<file path="src/verilog/tios_cfg.svh">
// Offsets, field positions, reset values and timing for the status words
`ifndef TIOS_CFG_SVH
`define TIOS_CFG_SVH

`define TIOS_PAGE 4'h4
`define TIOS_OFS_OVF_IRQ 5'h1d
`define TIOS_OFS_EVT_IRQ 5'h1e
`define TIOS_OFS_OVF_LATCH 5'h1f
`define TIOS_RST_WORD 8'h00
`define TIOS_UNMAPPED 8'h00

`define TIOS_EVT_LINK_A 7
`define TIOS_EVT_LINK_B 6
`define TIOS_EVT_LINK_C 5
`define TIOS_EVT_LOOP 4
`define TIOS_EVT_ONE_SEC 3
`define TIOS_EVT_FIVE_SEC 2
`define TIOS_EVT_BIT_MSG 1
`define TIOS_EVT_SIG 0

`define TIOS_LOOP_HOLD_MS 48
`define TIOS_CLK_PERIOD_PS 5000
`define TIOS_LOOP_HOLD_CYC \
    ((64'd`TIOS_LOOP_HOLD_MS * 64'd1000000000) / 64'd`TIOS_CLK_PERIOD_PS)

`define TIOS_MSG_BITS 17
`define TIOS_MSG_MATCH 17'h1fe00
`define TIOS_MSG_CARE 17'h1ff01
`define TIOS_MSG_HIST 10
`define TIOS_MSG_NEED 4'h8

`endif

</file>
<file path="src/verilog/tios_pkg.sv">
// Types shared by the status word logic
package tios_pkg;
    typedef enum logic [1:0] {
        TIOS_LOOP_IDLE = 2'b00,
        TIOS_LOOP_TIMING = 2'b01,
        TIOS_LOOP_REPORTED = 2'b11
    } tios_loop_state_type;
    typedef logic [6:0] tios_msg_type;
    typedef logic [7:0] tios_word_type;
endpackage

</file>
<file path="src/verilog/tios_status.sv">
// Counter overflow, event interrupt and overflow latch status words
`timescale 1ns/10ps
`include "tios_cfg.svh"
module tios_status
#(
    parameter logic [23:0] LOOP_HOLD_CYCLES = 24'(`TIOS_LOOP_HOLD_CYC)
)
(
    // Clock and reset
    input wire logic clk_sys,
    input wire logic rstn,
    // Register port, page 4 words
    input wire logic regRead,
    input wire logic [3:0] regPage,
    input wire logic [4:0] regAddr,
    output tios_pkg::tios_word_type regRdData,
    // Masks, 1 = unmasked
    input wire logic [7:0] ovfMask,
    input wire logic [7:0] evtMask,
    // Counter wrap pulses, bit order as the words
    input wire logic [7:0] ctrWrap,
    // Event sources
    input wire logic [2:0] linkCtrlIrq,
    input wire logic loopUpPresent,
    input wire logic loopDownPresent,
    input wire logic one_second_flag,
    input wire logic fiveSecondFlag,
    input wire logic facility_data_link,
    input wire logic fdlBitValid,
    input wire logic [3:0] sigBits,
    input wire logic sigFourBit,
    input wire logic sigUpdate,
    input wire logic signalling_debounce_enable,
    // Interrupt request
    output logic irqReqN
);
    import tios_pkg::*;

    tios_word_type ovfIrq_q;
    tios_word_type ovfIrq_d;
    tios_word_type evtIrq_q;
    tios_word_type evtIrq_d;
    tios_word_type ovfLatch_q;
    tios_word_type ovfLatch_d;
    tios_word_type evtSet;
    tios_word_type rdData_q;
    logic irqReqN_q;
    logic pageHit;
    logic rdOvf;
    logic rdEvt;
    logic rdLatch;

    assign pageHit = regRead && (regPage == `TIOS_PAGE);
    assign rdOvf = pageHit && (regAddr == `TIOS_OFS_OVF_IRQ);
    assign rdEvt = pageHit && (regAddr == `TIOS_OFS_EVT_IRQ);
    assign rdLatch = pageHit && (regAddr == `TIOS_OFS_OVF_LATCH);

    // Loop code timer
    tios_loop_state_type loopState_q;
    logic [23:0] loopCnt_q;
    logic loopUpPrev_q;
    logic loopDownPrev_q;
    logic loopPresent;
    logic loopChanged;
    logic loopDone;

    assign loopPresent = loopUpPresent || loopDownPresent;
    assign loopChanged = (loopUpPresent != loopUpPrev_q)
        || (loopDownPresent != loopDownPrev_q);
    assign loopDone = (loopState_q == TIOS_LOOP_TIMING) && !loopChanged
        && loopPresent && (loopCnt_q == LOOP_HOLD_CYCLES - 24'h000001);

    always_ff @(posedge clk_sys or negedge rstn)
    begin
        if (!rstn)
        begin
            loopState_q <= TIOS_LOOP_IDLE;
            loopCnt_q <= 24'h000000;
            loopUpPrev_q <= 1'b0;
            loopDownPrev_q <= 1'b0;
        end
        else
        begin
            loopUpPrev_q <= loopUpPresent;
            loopDownPrev_q <= loopDownPresent;
            case (loopState_q)
                TIOS_LOOP_IDLE:
                begin
                    loopCnt_q <= 24'h000000;
                    if (loopPresent)
                        loopState_q <= TIOS_LOOP_TIMING;
                end
                TIOS_LOOP_TIMING:
                begin
                    if (!loopPresent)
                        loopState_q <= TIOS_LOOP_IDLE;
                    else if (loopChanged)
                        loopCnt_q <= 24'h000000;
                    else if (loopDone)
                        loopState_q <= TIOS_LOOP_REPORTED;
                    else
                        loopCnt_q <= loopCnt_q + 24'h000001;
                end
                TIOS_LOOP_REPORTED:
                begin
                    loopCnt_q <= 24'h000000;
                    if (!loopPresent || loopChanged)
                        loopState_q <= TIOS_LOOP_IDLE;
                end
                default:
                begin
                    loopState_q <= TIOS_LOOP_IDLE;
                    loopCnt_q <= 24'h000000;
                end
            endcase
        end
    end

    // Second flag edge detection
    logic oneSecPrev_q;
    logic fiveSecPrev_q;

    always_ff @(posedge clk_sys or negedge rstn)
    begin
        if (!rstn)
        begin
            oneSecPrev_q <= 1'b0;
            fiveSecPrev_q <= 1'b0;
        end
        else
        begin
            oneSecPrev_q <= one_second_flag;
            fiveSecPrev_q <= fiveSecondFlag;
        end
    end

    // Bit oriented message receiver on the data link
    logic [16:0] fdlShift_q;
    logic [4:0] slotCnt_q;
    tios_msg_type msgHist_q [`TIOS_MSG_HIST];
    logic [`TIOS_MSG_HIST-1:0] histValid_q;
    tios_msg_type lastMsg_q;
    logic lastValid_q;
    logic [16:0] fdlNext;
    logic msgMatch;
    logic slotEnd;
    tios_msg_type newMsg;
    logic [3:0] agreeCnt;
    logic msgAccept;

    assign fdlNext = {fdlShift_q[15:0], facility_data_link};
    assign msgMatch = fdlBitValid
        && ((fdlNext & `TIOS_MSG_CARE) == `TIOS_MSG_MATCH);
    assign slotEnd = fdlBitValid && !msgMatch
        && (slotCnt_q == 5'(`TIOS_MSG_BITS - 1));
    assign newMsg = fdlNext[7:1];

    always_comb
    begin
        agreeCnt = 4'h1;
        for (int i = 0; i < `TIOS_MSG_HIST - 1; i++)
            if (histValid_q[i] && (msgHist_q[i] == newMsg))
                agreeCnt = agreeCnt + 4'h1;
    end

    assign msgAccept = msgMatch && (agreeCnt >= `TIOS_MSG_NEED)
        && !(lastValid_q && (lastMsg_q == newMsg));

    always_ff @(posedge clk_sys or negedge rstn)
    begin
        if (!rstn)
        begin
            fdlShift_q <= 17'h00000;
            slotCnt_q <= 5'h00;
            histValid_q <= '0;
            lastMsg_q <= 7'h00;
            lastValid_q <= 1'b0;
            for (int i = 0; i < `TIOS_MSG_HIST; i++)
                msgHist_q[i] <= 7'h00;
        end
        else if (fdlBitValid)
        begin
            fdlShift_q <= fdlNext;
            if (msgMatch || slotEnd)
            begin
                slotCnt_q <= 5'h00;
                histValid_q <= {histValid_q[`TIOS_MSG_HIST-2:0], msgMatch};
                msgHist_q[0] <= newMsg;
                for (int i = 1; i < `TIOS_MSG_HIST; i++)
                    msgHist_q[i] <= msgHist_q[i-1];
            end
            else
                slotCnt_q <= slotCnt_q + 5'h01;
            if (msgAccept)
            begin
                lastMsg_q <= newMsg;
                lastValid_q <= 1'b1;
            end
        end
    end

    // Signalling change detection with optional debounce
    logic [3:0] sigStable_q;
    logic [3:0] sigCand_q;
    logic [3:0] sigSample;
    logic sigChange;

    assign sigSample = sigFourBit ? sigBits : {sigBits[3:2], 2'b00};
    assign sigChange = sigUpdate && (sigSample != sigStable_q)
        && (!signalling_debounce_enable || (sigSample == sigCand_q));

    always_ff @(posedge clk_sys or negedge rstn)
    begin
        if (!rstn)
        begin
            sigStable_q <= 4'h0;
            sigCand_q <= 4'h0;
        end
        else if (sigUpdate)
        begin
            sigCand_q <= sigSample;
            if (sigChange)
                sigStable_q <= sigSample;
        end
    end

    // Event word set terms, gated by mask except the link controller bits 7 to 5
    always_comb
    begin
        evtSet = 8'h00;
        evtSet[`TIOS_EVT_LINK_A] = linkCtrlIrq[0];
        evtSet[`TIOS_EVT_LINK_B] = linkCtrlIrq[1];
        evtSet[`TIOS_EVT_LINK_C] = linkCtrlIrq[2];
        evtSet[`TIOS_EVT_LOOP] = loopDone && evtMask[`TIOS_EVT_LOOP];
        evtSet[`TIOS_EVT_ONE_SEC] = one_second_flag && !oneSecPrev_q
            && evtMask[`TIOS_EVT_ONE_SEC];
        evtSet[`TIOS_EVT_FIVE_SEC] = fiveSecondFlag && !fiveSecPrev_q
            && evtMask[`TIOS_EVT_FIVE_SEC];
        evtSet[`TIOS_EVT_BIT_MSG] = msgAccept
            && evtMask[`TIOS_EVT_BIT_MSG];
        evtSet[`TIOS_EVT_SIG] = sigChange && evtMask[`TIOS_EVT_SIG];
    end

    // Read clear; a set in the read cycle survives
    assign ovfIrq_d = (rdOvf ? 8'h00 : ovfIrq_q)
        | (ctrWrap & ovfMask);
    assign evtIrq_d = (rdEvt ? 8'h00 : evtIrq_q) | evtSet;
    assign ovfLatch_d = (rdLatch ? 8'h00 : ovfLatch_q) | ctrWrap;

    always_ff @(posedge clk_sys or negedge rstn)
    begin
        if (!rstn)
        begin
            ovfIrq_q <= `TIOS_RST_WORD;
            evtIrq_q <= `TIOS_RST_WORD;
            ovfLatch_q <= `TIOS_RST_WORD;
        end
        else
        begin
            ovfIrq_q <= ovfIrq_d;
            evtIrq_q <= evtIrq_d;
            ovfLatch_q <= ovfLatch_d;
        end
    end

    always_ff @(posedge clk_sys or negedge rstn)
    begin
        if (!rstn)
            rdData_q <= `TIOS_RST_WORD;
        else if (regRead)
        begin
            if (rdOvf)
                rdData_q <= ovfIrq_q;
            else if (rdEvt)
                rdData_q <= evtIrq_q;
            else if (rdLatch)
                rdData_q <= ovfLatch_q;
            else
                rdData_q <= `TIOS_UNMAPPED;
        end
    end

    always_ff @(posedge clk_sys or negedge rstn)
    begin
        if (!rstn)
            irqReqN_q <= 1'b1;
        else
            irqReqN_q <= !((|ovfIrq_d) || (|evtIrq_d));
    end

    assign regRdData = rdData_q;
    assign irqReqN = irqReqN_q;
endmodule // tios_status

</file>
<file path="config.mk">
export PLATFORM = sky130hd
export DESIGN_NAME = tios_status
export DESIGN_NICKNAME = d
export VERILOG_FILES = /design/src/verilog/tios_pkg.sv /design/src/verilog/tios_status.sv
export VERILOG_INCLUDE_DIRS = /design/src /design/src/verilog
export SDC_FILE = /design/constraint.sdc
export NUM_CORES = 1
export LEC_CHECK = 0
export BUFFER_PORTS_ARGS = -buffer_cell sky130_fd_sc_hd__buf_4
export CAP_MARGIN = 20
export CORE_ASPECT_RATIO = 1.2
export CORE_MARGIN = 4
export CORE_UTILIZATION = 40
export CTS_CLUSTER_SIZE = 28
export DETAILED_ROUTE_END_ITERATION = 16
export GPL_ROUTABILITY_DRIVEN = 0
export SYNTH_ARGS = -nofsm -noshare
export SYNTH_HDL_FRONTEND = slang
export SYNTH_SLANG_ARGS = --single-unit
</file>
<file path="constraint.sdc">
create_clock -name clk_sys -period 7.74 [get_ports clk_sys]
set_input_delay 0.774 -clock clk_sys [delete_from_list [all_inputs] [get_ports clk_sys]]
set_output_delay 0.774 -clock clk_sys [all_outputs]
set_load 0.03 [all_outputs]
</file>
==> reports/summary.txt <==
Status: completed
Clk Latency, worst-skew pair: 0.42 ns
GRT busiest layer: met2
CTS Buf Count: 17
Core Footprint: 21200 µm²
Total track usage: 15.0%
Final hold violations: 0
Layout fillers: 1936
CTS tree: yes
Critical path endpoint category: flop
HPWL Detailed: 11700 µm
Post-Route WL: 17000 µm
ANT nets after route: 0
# DRC: 0
Worst rel slew slack: 36.4%
Min-Delay Path Class: flop to flop
Syn_nets: 813
R2r startpoint: fdlShift_q[6]$_DFFE_PN0P_
Hold Crit Start: oneSecPrev_q$_DFF_PN0_
Vias in the first global route: 5640
Worst Clk Skew: 0.00850 ns
FF+latch count, synth: 172
GRT met1 Usage: 20.0%
Die Area: 24200 µm²
Reg2reg path depth: 22
Pwr dens: 239 nW/µm²
Final Cycle Share: 80.0%
# hold bufs at CTS: 0
H-tree levels: 4
Fmax: 0.162 GHz
Die height: 170 µm
IO Count: 61
TNS Setup: 0 ns
Crit Path Category: flop to flop
Worst slew pin tran: 0.955 ns
Die width: 143 µm
CTS root buf: clkbuf_16
M2 GR Usage: 24.9%
Max Cap Viol: 0
Cell Rows: 58
Resized cells post-CTS: 0
CP Data Arrival Time: 6.49 ns
Cell Area, Synth: 8700 µm²
Share of cells above drive strength 1: 27.5%
CTS Sinks: 172
Initial Utilization: 41.0%
Synthesized instance count: 750
Synth Warn #: 0
Critical Path RT: 8.04 ns
Area delta synth->final: 14.6%
Max FO, Critical Path: 14
Leakage Power: 0.00443 µW
Post CTS Setup Buffer Count: 0
First-pass GRT wire length: 29400 µm
RSZ-0062 raised after global routing: false
Hold Path End: evtIrq_q[3]$_DFF_PN0_
ANT cells: 0
Vias: 5583
Mean Syn Cell Area: 11.6 µm²
Largest net degree at the start of global routing: 107
Met3 GRT Util: 3.24%
Initial antenna violation count: 0
Main synth FF type: dfrtp_1
Remaining Overflow, GRT: 0
# nets final: 856
Port Buffers: 57
Max rail drop VDD: 0.148 mV
Slew Viols, Final: 0
Synth async-reset ratio: 100%
Reg2reg setup slack: 1.55 ns
Final setup fails: 0
Worst-path clk slew: 0.07 ns
Placed Cells: 1044
Seq/Total Area, Yosys: 49.5%
Wire per inst: 15.8 µm
Post-synth cell types: 64
DRT iter0 DRCs: 238
Hold Path Depth: 1
Via/cell ratio: 5.19
CTS max path bufs: 2
DRT Pass-1 Iters: 4
Minimum clock period: 6.19 ns
EDFF count, synth: 0
Worst r2r dst: lastMsg_q[4]$_DFFE_PN0P_
Worst setup SP type: flop
Fin cells: 1076
## power breakdown
part	switching (µW)	internal, µW	total (µW)
clock	374	579	953
combinational	147	182	329
sequential	121	979	1100
total	642	1740	2380
## Yosys cell counts, drive strengths merged, types with 5 or more instances
| cell | number | share of area, % |
|---|---|---|
| a22o | 10 | 1.0 |
| and3 | 11 | 0.79 |
| nor2 | 28 | 1.2 |
| or4 | 6 | 0.52 |
| ha | 10 | 1.4 |
| nand4b | 5 | 0.50 |
| nor3 | 14 | 0.99 |
| xnor2 | 71 | 8.0 |
| and2 | 7 | 0.50 |
| mux2 | 105 | 14 |
| xor2 | 23 | 2.3 |
| buf | 16 | 1.4 |
| clkbuf | 22 | 0.95 |
| a22oi | 8 | 0.69 |
| nand4 | 23 | 1.7 |
| a21oi | 10 | 0.58 |
| inv | 21 | 0.91 |
| nand2 | 51 | 2.2 |
| dfrtp | 171 | 49 |
| o21ai | 61 | 3.6 |
| nand3 | 16 | 0.92 |
| nor4 | 10 | 0.86 |
| a21o | 13 | 1.1 |
## cells by family (layout without fill, tap and decap cells)
group	count (synthesis)	in the layout	share of synthesized area, %
multiplexers	109	109	14.5
flip-flops	172	172	49.5
buffers and inverters	59	115	3.25
adder cells (fa/ha/maj)	11	11	1.67
AO/OA/AOI/OAI	122	122	9.00
AND/OR/NAND/NOR	180	180	11.0
XOR/XNOR	97	97	11.1
## critical path, stage by stage, from the launching register on
cell and delay, ns:
dfrtp_1 0.85, xor2_1 0.14, nor4_1 0.29, nand4_1 0.16, inv_1 0.15, fa_1 0.49
xnor2_2 0.41, ha_1 0.31, inv_1 0.09, a21oi_1 0.07, ha_1 0.29, nand2_1 0.08
o21ai_2 0.09, ha_1 0.29, nor3_1 0.21, o21ba_1 0.21, ha_1 0.22, xnor3_1 0.37
nor3_1 0.05, o311ai_0 0.45, nor3_1 0.10, mux2i_1 0.39, mux2_1 0.36
## layout make-up
cell class	instances	area, µm²	area share (%)
timing repair buffer	62	469	4.71
inverter	21	78.8	0.791
multi-input combinational	519	4120	41.3
clock buffer	17	425	4.27
tap	270	338	3.39
sequential	172	4310	43.2
clock inverter	15	233	2.33
## through the flow
| step | power [µW] | instance area [µm²] | hold slack [ns] | worst slack, ns | utilization [%] |
|---|---|---|---|---|---|
| CTS | 2410 | 9970 | 0.440 | 1.46 | 47.0 |
| detailed placement | 1450 | 9310 | 0.450 | 1.50 | 43.9 |
| global route | 2500 | 9970 | 0.444 | 0.969 | 47.0 |
| global placement | 1450 | 9310 | 0.448 | 1.59 | 43.9 |
| floorplan | 1360 | 8700 | 0.429 | 2.25 | - |
| finish | 2380 | 9970 | 0.456 | 1.55 | 47.0 |
## routing by layer
| metal | up-vias | part of all wire (%) |
|---|---|---|
| li1 | 2747 | - |
| met2 | 84 | 50 |
| met5 | - | 0 |
| met3 | 20 | 3.1 |
| met4 | 0 | 1.6 |
| met1 | 2732 | 45 |
## worst max-delay path by stage
stage | from | endpoint | slack, ns | depth (start not counted)
CTS | fdlShift_q[6]$_DFFE_PN0P_ | lastMsg_q[4]$_DFFE_PN0P_ | 1.46 | 21
global placement | fdlShift_q[6]$_DFFE_PN0P_ | lastMsg_q[4]$_DFFE_PN0P_ | 1.59 | 21
global route | fdlShift_q[6]$_DFFE_PN0P_ | lastMsg_q[4]$_DFFE_PN0P_ | 0.97 | 22
finish | fdlShift_q[6]$_DFFE_PN0P_ | lastMsg_q[4]$_DFFE_PN0P_ | 1.55 | 22
floorplan | fdlShift_q[2]$_DFFE_PN0P_ | lastMsg_q[0]$_DFFE_PN0P_ | 2.25 | 24
detailed placement | fdlShift_q[6]$_DFFE_PN0P_ | lastMsg_q[4]$_DFFE_PN0P_ | 1.50 | 21
## registers in the layout (all words and copies together) (netlist names), 5 cells and up
| register | count |
|---|---|
| regRdData | 8 |
| ovfLatch_q | 8 |
| evtIrq_q | 8 |
| fdlShift_q | 16 |
| slotCnt_q | 5 |
| ovfIrq_q | 8 |
| histValid_q | 9 |
| loopCnt_q | 24 |
| lastMsg_q | 7 |
| msgHist_q | 63 |
## cell usage in the layout (no fill, tap or decap), types with 3 or more instances in the layout
cell type	n
xnor2_1	63
nand2_1	51
inv_6	4
a21o_1	13
nor2_1	26
nor4_1	8
a22oi_1	8
o31ai_1	4
inv_1	21
nand4b_1	5
a22o_1	10
o21ai_1	7
o21ai_0	53
and2_1	6
clkbuf_16	17
mux2_4	6
nand4_1	22
nand3_1	16
dfrtp_1	171
xnor2_2	7
a21oi_1	10
and3_1	11
xor2_1	23
nor3_1	12
bufinv_16	5
buf_4	61
ha_1	10
clkinvlp_4	3
or4_1	6
mux2_2	98
No activity file was read; power rests on OpenSTA's default activity.
